File: src/opc_pkg.sv
// constants, field layout and state types of the octal psram configuration block
// assumes a 100 MHz system clock and a 16-bit register port
package opc_pkg;

    localparam int DATA_W = 16;
    localparam int ADDR_W = 4;

    // register addresses on the plain register port
    localparam logic [3:0] CFG0_ADDR = 4'h0;
    localparam logic [3:0] CFG1_ADDR = 4'h1;

    // config_register_zero fields held here
    localparam int CFG0_PD_BIT = 15;
    localparam int CFG0_FIXLAT_BIT = 3;
    localparam logic CFG0_PD_RST = 1'b1;
    localparam logic CFG0_FIXLAT_RST = 1'b1;

    // config_register_one fields
    localparam int CFG1_RSVD_HI = 15;
    localparam int CFG1_RSVD_LO = 8;
    localparam int CFG1_BURST_BIT = 7;
    localparam int CFG1_CLK_BIT = 6;
    localparam int CFG1_SLEEP_BIT = 5;
    localparam int CFG1_PAR_HI = 4;
    localparam int CFG1_PAR_LO = 2;
    localparam logic [7:0] CFG1_RSVD_RST = 8'hff;
    localparam logic CFG1_BURST_RST = 1'b1;
    localparam logic CFG1_CLK_RST = 1'b1;
    localparam logic CFG1_SLEEP_RST = 1'b0;
    localparam logic [2:0] CFG1_PAR_RST = 3'h0;
    localparam logic [2:0] PAR_NONE = 3'h4;
    localparam logic [1:0] INTV_4US = 2'h1;
    localparam logic [1:0] INTV_1US = 2'h2;

    // times and derived cycle counts (longest times round down)
    localparam int CLK_MHZ = 100;
    localparam int REFRESH_LONG_NS = 4000;
    localparam int REFRESH_SHORT_NS = 1000;
    localparam int DPD_ENTRY_NS = 3000;
    localparam int REFRESH_LONG_CYC = REFRESH_LONG_NS * CLK_MHZ / 1000;
    localparam int REFRESH_SHORT_CYC = REFRESH_SHORT_NS * CLK_MHZ / 1000;
    localparam int DPD_ENTRY_CYC = DPD_ENTRY_NS * CLK_MHZ / 1000;
    localparam int REFRESH_BUSY_CYC = 8;

    // bus phase reported by the transaction engine
    typedef enum logic [2:0] {PH_IDLE, PH_CA, PH_RD_LAT, PH_WR_LAT, PH_RD_DATA, PH_WR_DATA,
                              PH_WR_ZERO} opc_phase_e;

    typedef enum logic [1:0] {PS_ACTIVE, PS_DPD_ENTRY, PS_DPD, PS_SLEEP} opc_pwr_e;

endpackage

File: src/opc_psram_cfg.sv
// configuration registers and power states of an octal psram device
// assumes a transaction engine on sys_clk that reports the bus phase and
// drives the register port; pins arrive asynchronously
//
// Implementation choices: the placing of the registers and the plain strobed port.
`timescale 1ns/10ps

////////////////////////////////////////////////////////////////////////////////
// Function
// RULE1: power-down bit cleared enters power down, stops refresh
// RULE2: array contents invalid after leaving power down
// RULE3: select pulse, power-on or hardware reset exits
// RULE4: power down watches only select and reset
// RULE5: host writes ones to upper reserved bits
// RULE6: bit 7 selects linear or wrapped burst
// RULE7: bit 6 selects single-ended or differential clock
// RULE8: single-ended mode ignores complementary clock input
// RULE9: host drives complementary clock in differential mode
// RULE10: writing bit 5 enters hybrid sleep
// RULE11: select low exits sleep, clears sleep bit
// RULE12: resets end sleep but disable refresh
// RULE13: bits 4:2 restrict refresh region
// RULE14: bits 1:0 read-only report refresh interval
// RULE15: refresh only between array accesses
// RULE16: pending refresh drives strobe high during command
// RULE17: host keeps select low under interval limit
// RULE18: read latency drives strobe low, data released
// RULE19: write latency releases data and strobe
// RULE20: zero-latency write: device strobe, no masking
// RULE21: hybrid sleep keeps array and registers
// RULE22: fixed latency always drives strobe high
module opc_psram_cfg
    import opc_pkg::*;
(
    input wire logic sys_clk,
    input wire logic rst_b,
    input wire logic [ADDR_W-1:0] reg_addr,
    input wire logic [DATA_W-1:0] reg_wdata,
    input wire logic reg_wr,
    input wire logic reg_rd,
    output logic [DATA_W-1:0] reg_rdata,
    input wire logic cs_pin_n,
    input wire logic ck_pin,
    input wire logic ck_n_pin,
    input wire logic hw_reset_pin_n,
    input wire logic high_temp,
    input wire opc_phase_e phase,
    input wire logic rd_strobe,
    output logic rwds_out,
    output logic rwds_oe,
    output logic dq_oe,
    output logic ck_rise,
    output logic ck_n_enable,
    output logic burst_linear,
    output logic clock_single,
    output logic [2:0] refresh_region,
    output logic refresh_strobe,
    output logic refresh_busy,
    output logic latency_double,
    output logic deep_power_down,
    output logic hybrid_sleep,
    output logic array_valid
);
    localparam int A_DPD_MAX = DPD_ENTRY_CYC + 2;

    logic [1:0] ctl_lvl, ctl_rise, ctl_fall, ck_lvl;
    logic cs_low, cs_fall, cs_rise, hw_rst_act;
    opc_pwr_e pwr_reg;
    logic [9:0] dpd_cnt_reg;
    logic cs_seen_low_reg, refresh_halt_reg, array_valid_reg;
    logic cfg0_pd_reg, cfg0_fixlat_reg;
    logic [7:0] cfg1_rsvd_reg;
    logic cfg1_burst_reg, cfg1_single_reg, cfg1_sleep_reg;
    logic [2:0] cfg1_par_reg;
    logic [1:0] intv_code;
    logic [DATA_W-1:0] rdata_reg, rdata_next;
    logic dpd_exit, reinit, wr_ok, wr0, wr1, in_pd;
    logic refresh_en, refresh_pending;
    opc_phase_e phase_prev_reg;
    logic ca_start, lat_reg, lat_now;
    logic rwds_out_reg, rwds_oe_reg, dq_oe_reg;
    logic rwds_out_next, rwds_oe_next, dq_oe_next;
    logic ck_gate, ck_gate_prev_reg, ck_rise_reg;

    ////////////////////////////////////////////////////////////////////////////
    // pin synchronisers
    opc_pin_sync #(.W(2), .RST_VAL(2'h3)) u_ctl_sync (
        .sys_clk(sys_clk),
        .rst_b(rst_b),
        .pin({hw_reset_pin_n, cs_pin_n}),
        .lvl(ctl_lvl),
        .rise(ctl_rise),
        .fall(ctl_fall)
    );

    opc_pin_sync #(.W(2), .RST_VAL(2'h2)) u_ck_sync (
        .sys_clk(sys_clk),
        .rst_b(rst_b),
        .pin({ck_n_pin, ck_pin}),
        .lvl(ck_lvl),
        .rise(),
        .fall()
    );

    assign cs_low = !ctl_lvl[0];
    assign cs_fall = ctl_fall[0];
    assign cs_rise = ctl_rise[0];
    assign hw_rst_act = !ctl_lvl[1];

    ////////////////////////////////////////////////////////////////////////////
    // power state
    assign in_pd = (pwr_reg == PS_DPD) || (pwr_reg == PS_DPD_ENTRY);
    // the rise that ends the entering write is not an exit pulse
    assign dpd_exit = in_pd && cs_rise && cs_seen_low_reg; // RULE3
    assign reinit = hw_rst_act || dpd_exit; // RULE3 RULE12
    // register writes are ignored in power down; only select and reset count
    assign wr_ok = reg_wr && !in_pd && !hw_rst_act; // RULE4
    assign wr0 = wr_ok && (reg_addr == CFG0_ADDR);
    assign wr1 = wr_ok && (reg_addr == CFG1_ADDR);

    always_ff @(posedge sys_clk)
    begin
        if (!rst_b || reinit)
        begin
            pwr_reg <= PS_ACTIVE;
            dpd_cnt_reg <= 10'h000;
        end
        else
        begin
            case (pwr_reg)
                PS_ACTIVE:
                begin
                    dpd_cnt_reg <= 10'h000;
                    if (!cfg0_pd_reg)
                        pwr_reg <= PS_DPD_ENTRY; // RULE1
                    else if (cfg1_sleep_reg && !cs_low)
                        pwr_reg <= PS_SLEEP; // RULE10
                end
                PS_DPD_ENTRY:
                begin
                    dpd_cnt_reg <= dpd_cnt_reg + 10'h001;
                    if (dpd_cnt_reg == 10'(DPD_ENTRY_CYC - 1))
                        pwr_reg <= PS_DPD; // RULE1
                end
                PS_DPD:
                    pwr_reg <= PS_DPD;
                PS_SLEEP:
                    if (cs_fall)
                        pwr_reg <= PS_ACTIVE; // RULE11
                default:
                    pwr_reg <= PS_ACTIVE;
            endcase
        end
    end

    always_ff @(posedge sys_clk)
    begin
        if (!rst_b || !in_pd)
            cs_seen_low_reg <= 1'b0;
        else if (cs_fall)
            cs_seen_low_reg <= 1'b1;
    end

    // a reset leaves refresh off until the next access begins
    always_ff @(posedge sys_clk)
    begin
        if (!rst_b || hw_rst_act)
            refresh_halt_reg <= 1'b1; // RULE12
        else if (cs_fall)
            refresh_halt_reg <= 1'b0;
    end

    // contents count as lost from power down or reset until rewritten
    always_ff @(posedge sys_clk)
    begin
        if (!rst_b || reinit || pwr_reg == PS_DPD)
            array_valid_reg <= 1'b0; // RULE2 RULE12
        else if (phase == PH_WR_DATA || phase == PH_WR_ZERO)
            array_valid_reg <= 1'b1;
    end

    ////////////////////////////////////////////////////////////////////////////
    // configuration registers; power-down exit restores power-on values
    always_ff @(posedge sys_clk)
    begin
        if (!rst_b || reinit)
        begin
            cfg0_pd_reg <= CFG0_PD_RST;
            cfg0_fixlat_reg <= CFG0_FIXLAT_RST;
        end
        else if (wr0)
        begin
            cfg0_pd_reg <= reg_wdata[CFG0_PD_BIT]; // RULE1
            cfg0_fixlat_reg <= reg_wdata[CFG0_FIXLAT_BIT]; // RULE22
        end
    end

    // sleep contents survive: nothing here clears on entering sleep
    always_ff @(posedge sys_clk)
    begin
        if (!rst_b || reinit)
        begin
            cfg1_rsvd_reg <= CFG1_RSVD_RST; // RULE5
            cfg1_burst_reg <= CFG1_BURST_RST;
            cfg1_single_reg <= CFG1_CLK_RST;
            cfg1_par_reg <= CFG1_PAR_RST;
        end
        else if (wr1)
        begin
            // stored as written; the host is expected to keep them all ones
            cfg1_rsvd_reg <= reg_wdata[CFG1_RSVD_HI:CFG1_RSVD_LO]; // RULE5
            cfg1_burst_reg <= reg_wdata[CFG1_BURST_BIT]; // RULE6
            cfg1_single_reg <= reg_wdata[CFG1_CLK_BIT]; // RULE7
            cfg1_par_reg <= reg_wdata[CFG1_PAR_HI:CFG1_PAR_LO]; // RULE13
        end
    end

    // a write in the same cycle as the select fall wins over the clear
    always_ff @(posedge sys_clk)
    begin
        if (!rst_b || reinit)
            cfg1_sleep_reg <= CFG1_SLEEP_RST; // RULE12
        else if (wr1)
            cfg1_sleep_reg <= reg_wdata[CFG1_SLEEP_BIT]; // RULE10
        else if (pwr_reg == PS_SLEEP && cs_fall)
            cfg1_sleep_reg <= 1'b0; // RULE11
    end

    // read-only interval code follows the temperature grade
    assign intv_code = high_temp ? INTV_1US : INTV_4US; // RULE14

    always_comb
    begin
        rdata_next = '0;
        if (reg_rd)
        begin
            if (reg_addr == CFG0_ADDR)
            begin
                rdata_next[CFG0_PD_BIT] = cfg0_pd_reg;
                rdata_next[CFG0_FIXLAT_BIT] = cfg0_fixlat_reg;
            end
            else if (reg_addr == CFG1_ADDR)
                rdata_next = {cfg1_rsvd_reg, cfg1_burst_reg, cfg1_single_reg, cfg1_sleep_reg,
                              cfg1_par_reg, intv_code}; // RULE14
        end
    end

    always_ff @(posedge sys_clk)
    begin
        if (!rst_b)
            rdata_reg <= '0;
        else
            rdata_reg <= rdata_next;
    end

    ////////////////////////////////////////////////////////////////////////////
    // self refresh
    // sleep keeps refreshing so the array is retained
    assign refresh_en = (pwr_reg == PS_ACTIVE || pwr_reg == PS_SLEEP) && !refresh_halt_reg
                        && !hw_rst_act && (cfg1_par_reg != PAR_NONE); // RULE1 RULE13 RULE21

    opc_refresh u_refresh (
        .sys_clk(sys_clk),
        .rst_b(rst_b),
        .enable(refresh_en),
        .short_sel(high_temp),
        .access(cs_low),
        .pending(refresh_pending),
        .busy(refresh_busy),
        .strobe(refresh_strobe)
    );

    ////////////////////////////////////////////////////////////////////////////
    // clock input; complementary input only counts in differential mode
    assign ck_gate = ck_lvl[0] && (cfg1_single_reg || !ck_lvl[1]); // RULE8

    always_ff @(posedge sys_clk)
    begin
        if (!rst_b)
        begin
            ck_gate_prev_reg <= 1'b0;
            ck_rise_reg <= 1'b0;
        end
        else
        begin
            ck_gate_prev_reg <= ck_gate;
            ck_rise_reg <= ck_gate && !ck_gate_prev_reg && pwr_reg == PS_ACTIVE; // RULE4
        end
    end

    ////////////////////////////////////////////////////////////////////////////
    // strobe and data pin drive per bus phase
    assign ca_start = (phase == PH_CA) && (phase_prev_reg != PH_CA);
    assign lat_now = ca_start ? (cfg0_fixlat_reg || refresh_pending) : lat_reg; // RULE16 RULE22

    always_ff @(posedge sys_clk)
    begin
        if (!rst_b)
        begin
            phase_prev_reg <= PH_IDLE;
            lat_reg <= 1'b0;
        end
        else
        begin
            phase_prev_reg <= phase;
            lat_reg <= lat_now;
        end
    end

    always_comb
    begin
        rwds_out_next = 1'b0;
        rwds_oe_next = 1'b0;
        dq_oe_next = 1'b0;
        if (pwr_reg == PS_ACTIVE && !hw_rst_act && cs_low)
        begin
            case (phase)
                PH_CA:
                begin
                    rwds_oe_next = 1'b1;
                    rwds_out_next = lat_now; // RULE16 RULE22
                end
                PH_RD_LAT:
                    rwds_oe_next = 1'b1; // RULE18
                PH_RD_DATA:
                begin
                    rwds_oe_next = 1'b1;
                    rwds_out_next = rd_strobe;
                    dq_oe_next = 1'b1;
                end
                PH_WR_ZERO:
                    rwds_oe_next = 1'b1; // RULE20
                default:
                    rwds_oe_next = 1'b0; // RULE19
            endcase
        end
    end

    always_ff @(posedge sys_clk)
    begin
        if (!rst_b)
        begin
            rwds_out_reg <= 1'b0;
            rwds_oe_reg <= 1'b0;
            dq_oe_reg <= 1'b0;
        end
        else
        begin
            rwds_out_reg <= rwds_out_next;
            rwds_oe_reg <= rwds_oe_next;
            dq_oe_reg <= dq_oe_next;
        end
    end

    ////////////////////////////////////////////////////////////////////////////
    // outputs
    assign reg_rdata = rdata_reg;
    assign rwds_out = rwds_out_reg;
    assign rwds_oe = rwds_oe_reg;
    assign dq_oe = dq_oe_reg;
    assign ck_rise = ck_rise_reg;
    assign ck_n_enable = !cfg1_single_reg; // RULE7 RULE8
    assign burst_linear = cfg1_burst_reg; // RULE6
    assign clock_single = cfg1_single_reg;
    assign refresh_region = cfg1_par_reg; // RULE13
    assign latency_double = lat_reg;
    assign deep_power_down = pwr_reg == PS_DPD;
    assign hybrid_sleep = pwr_reg == PS_SLEEP;
    assign array_valid = array_valid_reg;

    ////////////////////////////////////////////////////////////////////////////
    // checks
    a_dpd_entry_time: assert property (@(posedge sys_clk) disable iff (!rst_b) // RULE1
        (wr0 && !reg_wdata[CFG0_PD_BIT] && pwr_reg == PS_ACTIVE && !cs_rise && !hw_rst_act
         && ctl_lvl[1] && !(cs_low && ctl_rise[0]))
        |-> ##[1:A_DPD_MAX] (pwr_reg == PS_DPD || reinit))
        else $error("power down not reached in entry time");

    a_dpd_no_refresh: assert property (@(posedge sys_clk) disable iff (!rst_b) // RULE1
        (pwr_reg == PS_DPD) |-> !refresh_busy)
        else $error("refresh running in power down");

    a_dpd_exit_invalid: assert property (@(posedge sys_clk) disable iff (!rst_b) // RULE2
        (in_pd && dpd_exit) |=> (pwr_reg == PS_ACTIVE && !array_valid_reg && cfg0_pd_reg))
        else $error("power down exit left state or contents valid");

    a_dpd_pins_quiet: assert property (@(posedge sys_clk) disable iff (!rst_b) // RULE4
        (pwr_reg == PS_DPD) [*2] |-> (!rwds_oe_reg && !dq_oe_reg && !ck_rise_reg))
        else $error("pins driven or clock seen in power down");

    a_sleep_cs_exit: assert property (@(posedge sys_clk) disable iff (!rst_b) // RULE11
        (pwr_reg == PS_SLEEP && cs_fall && !wr1 && !reinit)
        |=> (pwr_reg == PS_ACTIVE && !cfg1_sleep_reg))
        else $error("select low did not end sleep");

    a_interval_code: assert property (@(posedge sys_clk) disable iff (!rst_b) // RULE14
        (reg_rd && reg_addr == CFG1_ADDR)
        |=> (rdata_reg[1:0] == ($past(high_temp) ? INTV_1US : INTV_4US)))
        else $error("interval code wrong");

    a_ca_flag_high: assert property (@(posedge sys_clk) disable iff (!rst_b) // RULE16 RULE22
        (ca_start && pwr_reg == PS_ACTIVE && cs_low && !hw_rst_act
         && (cfg0_fixlat_reg || refresh_pending))
        |=> (rwds_oe_reg && rwds_out_reg) ##1 (lat_reg || phase_prev_reg != PH_CA))
        else $error("strobe not high during command with extra latency");

    a_rd_lat_low: assert property (@(posedge sys_clk) disable iff (!rst_b) // RULE18
        (phase == PH_RD_LAT && pwr_reg == PS_ACTIVE && cs_low && !hw_rst_act)
        |=> (rwds_oe_reg && !rwds_out_reg && !dq_oe_reg))
        else $error("read latency pin drive wrong");

    a_wr_lat_release: assert property (@(posedge sys_clk) disable iff (!rst_b) // RULE19
        (phase == PH_WR_LAT || phase == PH_WR_DATA) |=> (!rwds_oe_reg && !dq_oe_reg))
        else $error("device drove pins in write latency");

    a_single_ckn_off: assert property (@(posedge sys_clk) disable iff (!rst_b) // RULE8
        (cfg1_single_reg && ck_lvl[0] && !ck_gate_prev_reg && pwr_reg == PS_ACTIVE)
        |=> ck_rise_reg)
        else $error("complementary clock affected single-ended mode");
endmodule // opc_psram_cfg

File: src/opc_pin_sync.sv
// three-flop synchroniser for pins from outside the sys_clk domain
// a change counts once the second and third flops agree
`timescale 1ns/10ps
module opc_pin_sync
    import opc_pkg::*;
#(
    parameter int W = 1,
    parameter logic [W-1:0] RST_VAL = '0
)
(
    input wire logic sys_clk,
    input wire logic rst_b,
    input wire logic [W-1:0] pin,
    output logic [W-1:0] lvl,
    output logic [W-1:0] rise,
    output logic [W-1:0] fall
);
    logic [W-1:0] s1_reg, s2_reg, s3_reg, lvl_reg, rise_reg, fall_reg;
    logic [W-1:0] lvl_next;

    if (W < 1)
    begin : g_chk
        $error("opc_pin_sync width must be at least one");
    end

    // disagreement keeps the old level, filtering a single-sample glitch
    assign lvl_next = (s2_reg & ~(s2_reg ^ s3_reg)) | (lvl_reg & (s2_reg ^ s3_reg));

    always_ff @(posedge sys_clk)
    begin
        if (!rst_b)
        begin
            s1_reg <= RST_VAL;
            s2_reg <= RST_VAL;
            s3_reg <= RST_VAL;
            lvl_reg <= RST_VAL;
            rise_reg <= '0;
            fall_reg <= '0;
        end
        else
        begin
            s1_reg <= pin;
            s2_reg <= s1_reg;
            s3_reg <= s2_reg;
            lvl_reg <= lvl_next;
            rise_reg <= lvl_next & ~lvl_reg;
            fall_reg <= ~lvl_next & lvl_reg;
        end
    end

    assign lvl = lvl_reg;
    assign rise = rise_reg;
    assign fall = fall_reg;
endmodule // opc_pin_sync

File: src/opc_refresh.sv
// distributed self-refresh timer and arbiter
// access is the chip-select-low level from the synchronised pin
`timescale 1ns/10ps
module opc_refresh
    import opc_pkg::*;
#(
    parameter int INTERVAL_LONG = REFRESH_LONG_CYC,
    parameter int INTERVAL_SHORT = REFRESH_SHORT_CYC,
    parameter int BUSY_CYC = REFRESH_BUSY_CYC
)
(
    input wire logic sys_clk,
    input wire logic rst_b,
    input wire logic enable,
    input wire logic short_sel,
    input wire logic access,
    output logic pending,
    output logic busy,
    output logic strobe
);
    logic [11:0] tmr_reg;
    logic [7:0] busy_cnt_reg;
    logic due_reg, busy_reg, strobe_reg;
    logic [11:0] limit;
    logic start;

    if (INTERVAL_SHORT > INTERVAL_LONG || INTERVAL_LONG > 4095 || BUSY_CYC < 1 || BUSY_CYC > 255
        || BUSY_CYC >= INTERVAL_SHORT)
    begin : g_chk
        $error("opc_refresh interval or busy count out of range");
    end

    assign limit = short_sel ? 12'(INTERVAL_SHORT - 1) : 12'(INTERVAL_LONG - 1);
    // a due refresh waits for the access to end
    assign start = due_reg && !busy_reg && !access; // RULE15

    always_ff @(posedge sys_clk)
    begin
        if (!rst_b || !enable)
        begin
            tmr_reg <= 12'h000;
            due_reg <= 1'b0;
        end
        else if (tmr_reg >= limit)
        begin
            tmr_reg <= 12'h000;
            due_reg <= 1'b1;
        end
        else
        begin
            tmr_reg <= tmr_reg + 12'h001;
            if (start)
                due_reg <= 1'b0;
        end
    end

    // disabling aborts a refresh in flight
    always_ff @(posedge sys_clk)
    begin
        if (!rst_b || !enable)
        begin
            busy_reg <= 1'b0;
            busy_cnt_reg <= 8'h00;
            strobe_reg <= 1'b0;
        end
        else
        begin
            strobe_reg <= start;
            if (start)
            begin
                busy_reg <= 1'b1;
                busy_cnt_reg <= 8'(BUSY_CYC - 1);
            end
            else if (busy_reg)
            begin
                if (busy_cnt_reg == 8'h00)
                    busy_reg <= 1'b0;
                else
                    busy_cnt_reg <= busy_cnt_reg - 8'h01;
            end
        end
    end

    assign pending = due_reg || busy_reg;
    assign busy = busy_reg;
    assign strobe = strobe_reg;

    a_refresh_not_access: assert property (@(posedge sys_clk) disable iff (!rst_b) // RULE15
        $rose(busy_reg) |-> $past(!access))
        else $error("refresh started during an access");
endmodule // opc_refresh

File: config.mk
export PLATFORM = sky130hd
export DESIGN_NAME = opc_psram_cfg
export DESIGN_NICKNAME = d
export VERILOG_FILES = /design/src/opc_pkg.sv /design/src/opc_psram_cfg.sv /design/src/opc_pin_sync.sv /design/src/opc_refresh.sv
export SDC_FILE = /design/constraint.sdc
export NUM_CORES = 1
export LEC_CHECK = 0
export ABC_AREA = 1
export BUFFER_PORTS_ARGS = -buffer_cell sky130_fd_sc_hd__buf_4
export CORE_ASPECT_RATIO = 0.7
export CORE_UTILIZATION = 55
export DETAILED_ROUTE_END_ITERATION = 7
export HOLD_SLACK_MARGIN = 0.03
export PLACE_DENSITY = 0.75
export SLEW_MARGIN = 20
export SYNTH_ARGS = -nofsm -noshare
export SYNTH_HDL_FRONTEND = slang
export SYNTH_SLANG_ARGS = --single-unit
export TNS_END_PERCENT = 1
File: constraint.sdc
create_clock -name sys_clk -period 2.25 [get_ports sys_clk]
set_clock_uncertainty 0.2 [all_clocks]
set_input_delay 0.3375 -clock sys_clk [delete_from_list [all_inputs] [get_ports sys_clk]]
set_output_delay 0.3375 -clock sys_clk [all_outputs]
set_load 0.01 [all_outputs]
# After elaboration in Yosys (flattened, before gate mapping)
# Index checks and enable logic that the tools add are counted.
# totals
register_bits	97
input_bits	33
out_inout_bits	32
elab_cells	157
# op_classes
add_sub_neg	3
magnitude_cmp	1
n_eq_ne	16
n_mux	25
bitwise	18
n_reduce_logical	57
# ops
operator	n
$pmux 10 s2	1
$logic_and 1x1->1	19
$mux 16	1
$add 12x1->12 const B	1
$ge 12x12->1	1
$logic_or 1x1->1	12
$mux 1	12
$add 10x1->10 const B	1
$eq 10x9->1 const B	1
$logic_not 1->1	10
$mux 2	5
$eq 3x3->1 const B	3
$mux 3	3
$mux 9	1
$and 2x2->2	4
$logic_not 8->1	1
$pmux 2 s4	1
$reduce_and 2->1	4
$reduce_bool 2->1	4
$reduce_or 4->1	2
$sub 8x1->8 const B	1
$ne 2x1->1 const B	3
$ne 3x3->1 const B	2
$not 1->1	6
other kinds (15)	21

# Depth between registers and ports, before layout
# Gate-level depths: netlist of the first run.
# logic_depth
word_depth	8
depth_mapped	9
ltp_nobuf	9

# Cells and area by module
# Synthesis of the first run repeated with hierarchy kept, for this count alone.
# hier_totals
cells_unflattened	547
hier_area_um2	4314.1
# by_module_without_submodules
module	n_inst	cells_per_inst	area_each_um2	seq_area_each_um2
opc_psram_cfg	1	288	2298.5	1121.1
opc_refresh	1	170	1255.0	460.4
opc_pin_sync at u_ck_sync	1	46	389.1	240.2
opc_pin_sync at u_ctl_sync	1	43	371.6	240.2

# Worst setup path after synthesis of the first run
# No wires, ideal clock.
# synth_timing
path_kind	register -> register
start	register pwr_reg[0]
end	register cfg1_par_reg[0], in the netlist refresh_region[0]
setup_time_ns	0.120
t_arrival_ns	1.317
setup_slack_ns	0.612
path_stages_with_launch	9
n_path_buf	0
synth_period_minus_slack_ns	1.638
cell_sequence	dfxtp_1 inv_1 ha_1 inv_1 nand3_1 nor2_1 inv_1 o21ai_0 a21oi_1
# synth_via
elab_chain_cells	6
# synth_lines
item	line_no	source
start, declared	opc_psram_cfg.sv:68	opc_pwr_e pwr_reg;
start signal, assigned	opc_psram_cfg.sv:125	pwr_reg <= PS_ACTIVE;
start signal, assigned	opc_psram_cfg.sv:135	pwr_reg <= PS_DPD_ENTRY;
start signal, assigned	opc_psram_cfg.sv:137	pwr_reg <= PS_SLEEP;
$eq 2x2->1 / $eq 2x1->1 (equally long branches)	opc_psram_cfg.sv:112	assign in_pd = (pwr_reg == PS_DPD) || (pwr_reg == PS_DPD_ENTRY);
$logic_or 1x1->1 (*)	opc_psram_cfg.sv:112	
$logic_not 1->1 / $logic_and 1x1->1 (equally long branches)	opc_psram_cfg.sv:117, opc_psram_cfg.sv:114	
$logic_and 1x1->1 (on tied branches)	opc_psram_cfg.sv:117, opc_psram_cfg.sv:114	
$logic_and 1x1->1 / $logic_or 1x1->1 (equally long branches)	opc_psram_cfg.sv:117, opc_psram_cfg.sv:115	
$logic_and 1x1->1 / $logic_or 1x1->1 (equally long branches)	opc_psram_cfg.sv:119, opc_psram_cfg.sv:201	
end signal, assigned	opc_psram_cfg.sv:214	cfg1_par_reg <= reg_wdata[CFG1_PAR_HI:CFG1_PAR_LO];
end, declared	opc_psram_cfg.sv:74	logic [2:0] cfg1_par_reg;
# Every way passes the cells marked *; elsewhere a longest branch is shown, timed or not.
# A chain may end at the register's enable or synchronous reset.

# Final worst setup path of the first run
# layout_timing
start	register pwr_reg[0]
end	register cfg1_par_reg[2], in the netlist refresh_region[2]
# Same word-level chain as after synthesis.

==> results.txt, run 1 <==
Final Hold Fails: 0
Main combinational cell family by area after synthesis: simple AND/OR/NAND/NOR gates
Max Transition Viols Final: 0
Critical Path Slowest Stage Cell: dfxtp_1
Hold EP: refresh_region[0]
CP arrival: 2.03 ns
Antenna Cells: 0
Startpoint Class: register
Period minus WS final: 1.98 ns
Total of max-cap violations: 0
Setup TNS: 0 ns
Drt first pass iters: 4
Share of layout cells above drive strength 1: 0.185
Antenna viol nets, final: 0
Async SR Flop Fraction: 0
# setup viols final: 0
Die area: 7390 um^2
Initial antenna violation count: 0
Total power: 3.43 mW
P_leak: 2.21 nW
Commonest cells in the netlist: 97 x dfxtp_1, 97 x nand2_1, 67 x inv_1
Reg2reg setup slack: 0.27 ns
CP most frequent cell: inv_1
Crit end category: register
GPL Wtd Cong: 0.786
Yosys warning count: 0
Synthesized cell area: 3870 um^2
CP delay by family, top: flip-flops
FF-to-FF path depth: 8
Ports: 65
Pwr/cell area: 707 nW/um^2
Hold_sp: reg_wdata[2]
#FFs+latches synth: 97
Place WS: 0.311 ns
Vias in the first global route: 2,919
Min-Delay Path Class: input port to register
Worst path max stage delay: 0.37 ns
Drt wl/cell: 11.4 um
Routed vias: 3,256
Port Buffers: 62
Sink Count: 97
Syn Inst Count: 488
Vias per inst: 4.80
CP max FO: 8
Worst skew pair latency: 0.37 ns
CP bufs+invs: 3
Syn_area_per_cell: 7.94 um^2
CTS tree: done
Synth area leader: dfxtp_1
Complex-gate fraction of the synthesized area: 0.0943
Top post-synthesis cells by area: dfxtp_1 50%, nand2_1 9.4%, inv_1 6.5%
Final hold slack: 0.0535 ns
TritonCTS buffer count: 9
Peak supply drop: 470 uV
Adder-cell area share of the yosys netlist: 0.0420
Max clock buf depth: 2
FF-to-FF End: refresh_region[2]
Status: complete, no violations
Nets: 625
RSZ-0062 raised after global routing: false
H-tree levels: 3
Core Rows: 25
Simple-Gate Fraction of Synth Area: 0.259
DRT iter0 DRCs: 68
# Post-CTS Setup Buffers: 0
Core Region: 6790 um^2
HPWL Detailed: 5.61 mm
Mux share of post-synthesis cell area: 0
Worst-path cell chain: inv_1 > ha_1 > inv_1 > nand3_1 > nor2_1 > inv_1 > o21ai_0 > a21oi_1
GRT Total Usage: 0.221
Fmax: 506 MHz
Worst EP required: 2.31 ns
Root buf cell: clkbuf_8
Total grt overflow: 0
Top-area cell type share of the netlist area: 0.501
Clock Pin Slew Worst Setup and Hold Paths: 0.10 ns
DR DRC count: 0
Max FFs per register: 16
Area delta synth->final: 25.1%
Global-route wire length before repair: 12.5 mm
Top_reg_cell synth: dfxtp_1
Final Cycle Share: 0.879
WL final: 7.71 mm
Sequential cell area fraction in the yosys report: 0.501
Yosys cell types: 33
Die H: 72.2 um
Largest net degree at the start of global routing: 23
Die width: 102 um
FF-to-FF Start: pwr_reg[0]
Post-Synth XOR/XNOR Area: 0.0249
Fin worst setup slack: 0.273 ns
Setup CP Type: register to register
Post-synth EDFFs: 0
Cell depth of the worst hold path: 3
Initial Util: 0.571
[cell type report]
type	count	area (um^2)
Clock inverter	7	58.8
Fill cell	552	1940
Multi-Input combinational cell	314	1630
Inverter	70	263
Clock buffer	9	124
Tap cell	94	118
Sequential cell	97	1940
Timing Repair Buffer	87	708
[metrics by stage]
| stage | instances | instance area [um^2] | utilization |
|---|---|---|---|
| 2_1_floorplan | 489 | 3880 | - |
| 3_3_place_gp | 640 | 4440 | 0.655 |
| 3_5_place_dp | 640 | 4440 | 0.655 |
| 4_1_cts | 678 | 4850 | 0.714 |
| 5_1_grt | 678 | 4850 | 0.714 |
| 6_report | 678 | 4850 | 0.714 |
[cells in the final DEF, fill, tap and decap left out]
| cell type | n |
|---|---|
| nand2_1 | 97 |
| dfxtp_1 | 97 |
| inv_1 | 67 |
| buf_4 | 65 |
| nor2_1 | 64 |
| nand3_1 | 32 |
| a21oi_1 | 30 |
| dlygate4sd3_1 | 22 |
| o21ai_0 | 13 |
| ha_1 | 13 |
| or2_2 | 10 |
| o211ai_1 | 9 |
| clkbuf_8 | 9 |
| xor2_1 | 8 |
| nor3_1 | 7 |
| nor2_2 | 4 |
| inv_2 | 3 |
| nand3_2 | 3 |
| a211oi_1 | 3 |
| xnor2_1 | 3 |
| inv_6 | 3 |
| nor3_2 | 2 |
| o21ai_1 | 2 |
| a31oi_1 | 2 |
| nand4_1 | 2 |
| conb_1 | 2 |
| nand2_2 | 1 |
| a21boi_0 | 1 |
| o21ai_4 | 1 |
| nor4_2 | 1 |
| o22ai_1 | 1 |
| nor3b_2 | 1 |
| o21a_1 | 1 |
| nand4_4 | 1 |
| clkinv_4 | 1 |
| clkinv_2 | 1 |
| inv_8 | 1 |
| clkinvlp_4 | 1 |
[report_power, final]
group	internal [mW]	switching, mW	leakage, nW	total [mW]
sequential	1.77	0.0327	0.787	1.81
combinational	0.221	0.349	1.33	0.570
clock	0.421	0.629	0.0925	1.05
[metal layers]
metal  vias up  share of wire  global-route usage
met5         -              0                   0
li1       1721              -                   -
met1      1458           0.48               0.283
met4         0          0.018              0.0841
met2        64           0.45               0.358
met3        13          0.046              0.0626
[kinds of logic after synthesis]
kind of cell / count (synthesis)
AOI/OAI and AO/OA: 63
and+or+nand+nor: 225
adders and majority gates: 13
buffers and inverters: 78
xor gates and xnor gates: 11
other: 1
DFF: 97
[worst max path at each step]
stage               cells after the start                 to  slack (ns)        from
floorplan                               8  refresh_region[0]        0.61  pwr_reg[0]
CTS                                     7     dpd_cnt_reg[8]        0.29  pwr_reg[0]
finish                                  8  refresh_region[2]        0.27  pwr_reg[0]
global route                            8     cfg1_sleep_reg        0.12  pwr_reg[0]
global placement                        7     dpd_cnt_reg[8]        0.34  pwr_reg[0]
detailed placement                      7     dpd_cnt_reg[8]        0.31  pwr_reg[0]
[worst min-delay path, stage by stage]
cell	delay [ns]
buf_4	0.07
o21ai_0	0.07
a21oi_1	0.10
[repair_timing]
action | in CTS | in global routing
hold buffers | 22 | 0
hold endpoints to repair | 23 | 0
gates resized for setup | 0 | 0
setup endpoints to repair | 0 | 0
No activity file was read; power rests on OpenSTA's default activity.
==> run 2: changes to the inputs <==
--- a/config.mk
+++ b/config.mk
@@ -8,12 +8,13 @@
 export ABC_AREA = 1
 export BUFFER_PORTS_ARGS = -buffer_cell sky130_fd_sc_hd__buf_4
 export CORE_ASPECT_RATIO = 0.7
-export CORE_UTILIZATION = 55
+export CORE_UTILIZATION = 57
 export DETAILED_ROUTE_END_ITERATION = 7
 export HOLD_SLACK_MARGIN = 0.03
-export PLACE_DENSITY = 0.75
+export PLACE_DENSITY = 0.77
 export SLEW_MARGIN = 20
 export SYNTH_ARGS = -nofsm -noshare
 export SYNTH_HDL_FRONTEND = slang
+export SYNTH_HIERARCHICAL = 1
 export SYNTH_SLANG_ARGS = --single-unit
 export TNS_END_PERCENT = 1
==> results.txt, run 2 <==
Critical path origin: pwr_reg[0] (unchanged)
Worst setup path end: u_refresh/busy_cnt_reg[3] (was refresh_region[2])
Place WS: 0.135 ns (was 0.311 ns)
Register area: 1940 um^2 (unchanged)
FF-to-FF Start: pwr_reg[0] (unchanged)
Nets: 667 (was 625)
Pint: 2.47 mW (was 2.41 mW)
Final std cells w/o fill: 719 (was 678)
Yosys warning count: 6 (was 0)
Root buf cell: clkbuf_8 (unchanged)
Placed cell area: 4680 um^2 (was 4440 um^2)
Reg2reg setup slack: 0.19 ns (was 0.27 ns)
HPWL Detailed: 6.22 mm (was 5.61 mm)
Min-Delay Path Class: input port to register (unchanged)
Die width: 104 um (was 102 um)
Total of max-cap violations: 0 (unchanged)
Footprint of the multi-input gates: 1790 um^2 (was 1630 um^2)
Initial antenna violation count: 0 (unchanged)
Switching Fraction: 0.273 (was 0.295)
# setup viols final: 0 (unchanged)
Routed vias: 3,512 (was 3,256)
FF-to-FF End: u_refresh/busy_cnt_reg[3] (was refresh_region[2])
Startpoint Class: register (unchanged)
Critical Path Slowest Stage Cell: dfxtp_1 (unchanged)
WL final: 8.66 mm (was 7.71 mm)
Max clock buf depth: 2 (unchanged)
Commonest cells after routing, fill and taps aside: 127 x nand2_1, 97 x dfxtp_1, 83 x inv_1 (was 97 x nand2_1, 97 x dfxtp_1, 67 x inv_1)
Total grt overflow: 0 (unchanged)
Max FFs per register: 16 (unchanged)
CP bufs+invs: 3 (unchanged)
Drt wl/cell: 12.0 um (was 11.4 um)
NetSw: 0.928 mW (was 1.01 mW)
Antenna viol nets, final: 0 (unchanged)
Final Cycle Share: 0.915 (was 0.879)
Syn_area_per_cell: 7.82 um^2 (was 7.94 um^2)
FF-to-FF path depth: 9 (was 8)
Largest net degree at the start of global routing: 23 (unchanged)
Fin worst setup slack: 0.191 ns (was 0.273 ns)
Post-route cell area: 5110 um^2 (was 4850 um^2)
Period minus WS final: 2.06 ns (was 1.98 ns)
GPL Wtd Cong: 0.804 (was 0.786)
Worst skew pair latency: 0.36 ns (was 0.37 ns)
Vias per inst: 4.88 (was 4.80)
Fill cell count: 549 (was 552)
Vias in the first global route: 3,362 (was 2,919)
Port Buffers: 62 (unchanged)
Share of layout cells above drive strength 1: 0.184 (was 0.185)
Sink Count: 97 (unchanged)
Worst-path cell chain: inv_1 > ha_1 > inv_1 > nand3_1 > a31oi_1 > nand2_1 > inv_2 > nand2_1 > a21oi_1 (was inv_1 > ha_1 > inv_1 > nand3_1 > nor2_1 > inv_1 > o21ai_0 > a21oi_1)
Setup TNS: 0 ns (unchanged)
Most common cell after layout, fill and taps aside: nand2_1
Comb pwr share: 0.125 (was 0.167)
Worst EP required: 2.34 ns (was 2.31 ns)
Final hold slack: 0.0632 ns (was 0.0535 ns)
Antenna Cells: 0 (unchanged)
Peak supply drop: 501 uV (was 470 uV)
Status: complete, no violations (unchanged)
Area delta synth->final: 23.4% (was 25.1%)
Fmax: 486 MHz (was 506 MHz)
TritonCTS buffer count: 9 (unchanged)
Clock Pin Slew Worst Setup and Hold Paths: 0.10 ns (about the same)
Die H: 73.3 um (was 72.2 um)
Dpl cells: 681 (was 640)
# Post-CTS Setup Buffers: 0 (unchanged)
Core Rows: 25 (unchanged)
DRT iter0 DRCs: 91 (was 68)
Levels on crit path: 9 (was 8)
P_leak: 2.49 nW (was 2.21 nW)
DR DRC count: 0 (unchanged)
H-tree levels: 3 (unchanged)
Pwr/cell area: 665 nW/um^2 (was 707 nW/um^2)
Worst path max stage delay: 0.38 ns (was 0.37 ns)
Syn Inst Count: 530 (was 488)
Die area: 7620 um^2 (was 7390 um^2)
CP delay by family, top: simple AND/OR/NAND/NOR gates (was flip-flops)
Clock share of power: 0.349 (was 0.307)
RSZ-0062 raised after global routing: false (unchanged)
Global-route wire length before repair: 15.0 mm (was 12.5 mm)
CP arrival: 2.15 ns (was 2.03 ns)
Register share of total power: 0.526 (was 0.527)
Drt first pass iters: 4 (unchanged)
Synthesized cell area: 4140 um^2 (was 3870 um^2)
CTS tree: done (unchanged)
CP max FO: 6 (was 8)
GRT Total Usage: 0.249 (was 0.221)
Ports: 65 (unchanged)
Initial Util: 0.602 (was 0.571)
Final Hold Fails: 0 (unchanged)
Core Region: 6880 um^2 (was 6790 um^2)
Max Transition Viols Final: 0 (unchanged)
Setup CP Type: register to register (unchanged)
Crit end category: register (unchanged)
[run 2: cell types whose count changed in the layout (fill, tap and decap cells not counted), moves of 4 or more]
cell     change
nand2_1     +30
inv_1       +16
a21oi_1      -9
or2_2        -8
or2_1        +7
nor2_1       -5
a21oi_2      +4
nor2_4       +4
xor2_1       -4
[run 2: worst min-delay path by stage]
stage | start | end | slack (ns) | cells past startpoint
after CTS | reg_wdata[2] | refresh_region[0] | 0.04 | 3
after floorplan | ck_gate_prev_reg | ck_rise | 0.17 | 1
after global routing | rst_b | u_ck_sync/lvl[1] | 0.08 | 2
final | reg_wdata[2] | refresh_region[0] | 0.06 | 3
after global placement | ck_gate_prev_reg | ck_rise | 0.19 | 1
after detailed placement | ck_gate_prev_reg | ck_rise | 0.19 | 1
[run 2: layout make-up]
class	count	share of cell area
repair buffers	85	0.138
multi-input cells	337	0.351
inverters	90	0.0675
well taps	94	0.0230
flip-flops and latches	97	0.380
clock inverters	7	0.0169
clock buffers	9	0.0242
[run 2: through the flow]
step            util  power, mW
6_report       0.743       3.40
5_1_grt        0.743       3.57
4_1_cts        0.743       3.43
3_5_place_dp   0.681       2.22
3_3_place_gp   0.681       2.20
2_1_floorplan      -       2.08
[run 2: power groups by stage]
stage / combinational (mW) / clock (mW) / sequential, mW
global placement: 0.376 / 0 / 1.83
finish: 0.425 / 1.19 / 1.79
global route: 0.477 / 1.29 / 1.80
floorplan: 0.250 / 0 / 1.83
CTS: 0.421 / 1.22 / 1.79
detailed placement: 0.387 / 0 / 1.83
[run 2: worst reg2reg max path, delay by kind of cell (launching register included)]
kind | cells | cell delay, ns
DFF | 1 | 0.38
and+or+nand+nor | 3 | 0.40
AOI/OAI and AO/OA | 2 | 0.32
adders and majority gates | 1 | 0.34
buffers and inverters | 3 | 0.36
[run 2: timing repair]
action / in CTS / in global routing
hold buffers: 22 / 0
gates resized for setup: 0 / 1
endpoints found under the setup margin: 0 / 15
endpoints found under the hold margin: 24 / 0
[run 2: routing by layer]
metal / up-vias / share of wire / global-route usage
met2: 92 / 0.46 / 0.430
li1: 1829 / - / -
met5: - / 0 / 0
met4: 0 / 0.0031 / 0.0571
met1: 1589 / 0.47 / 0.306
met3: 2 / 0.063 / 0.0834
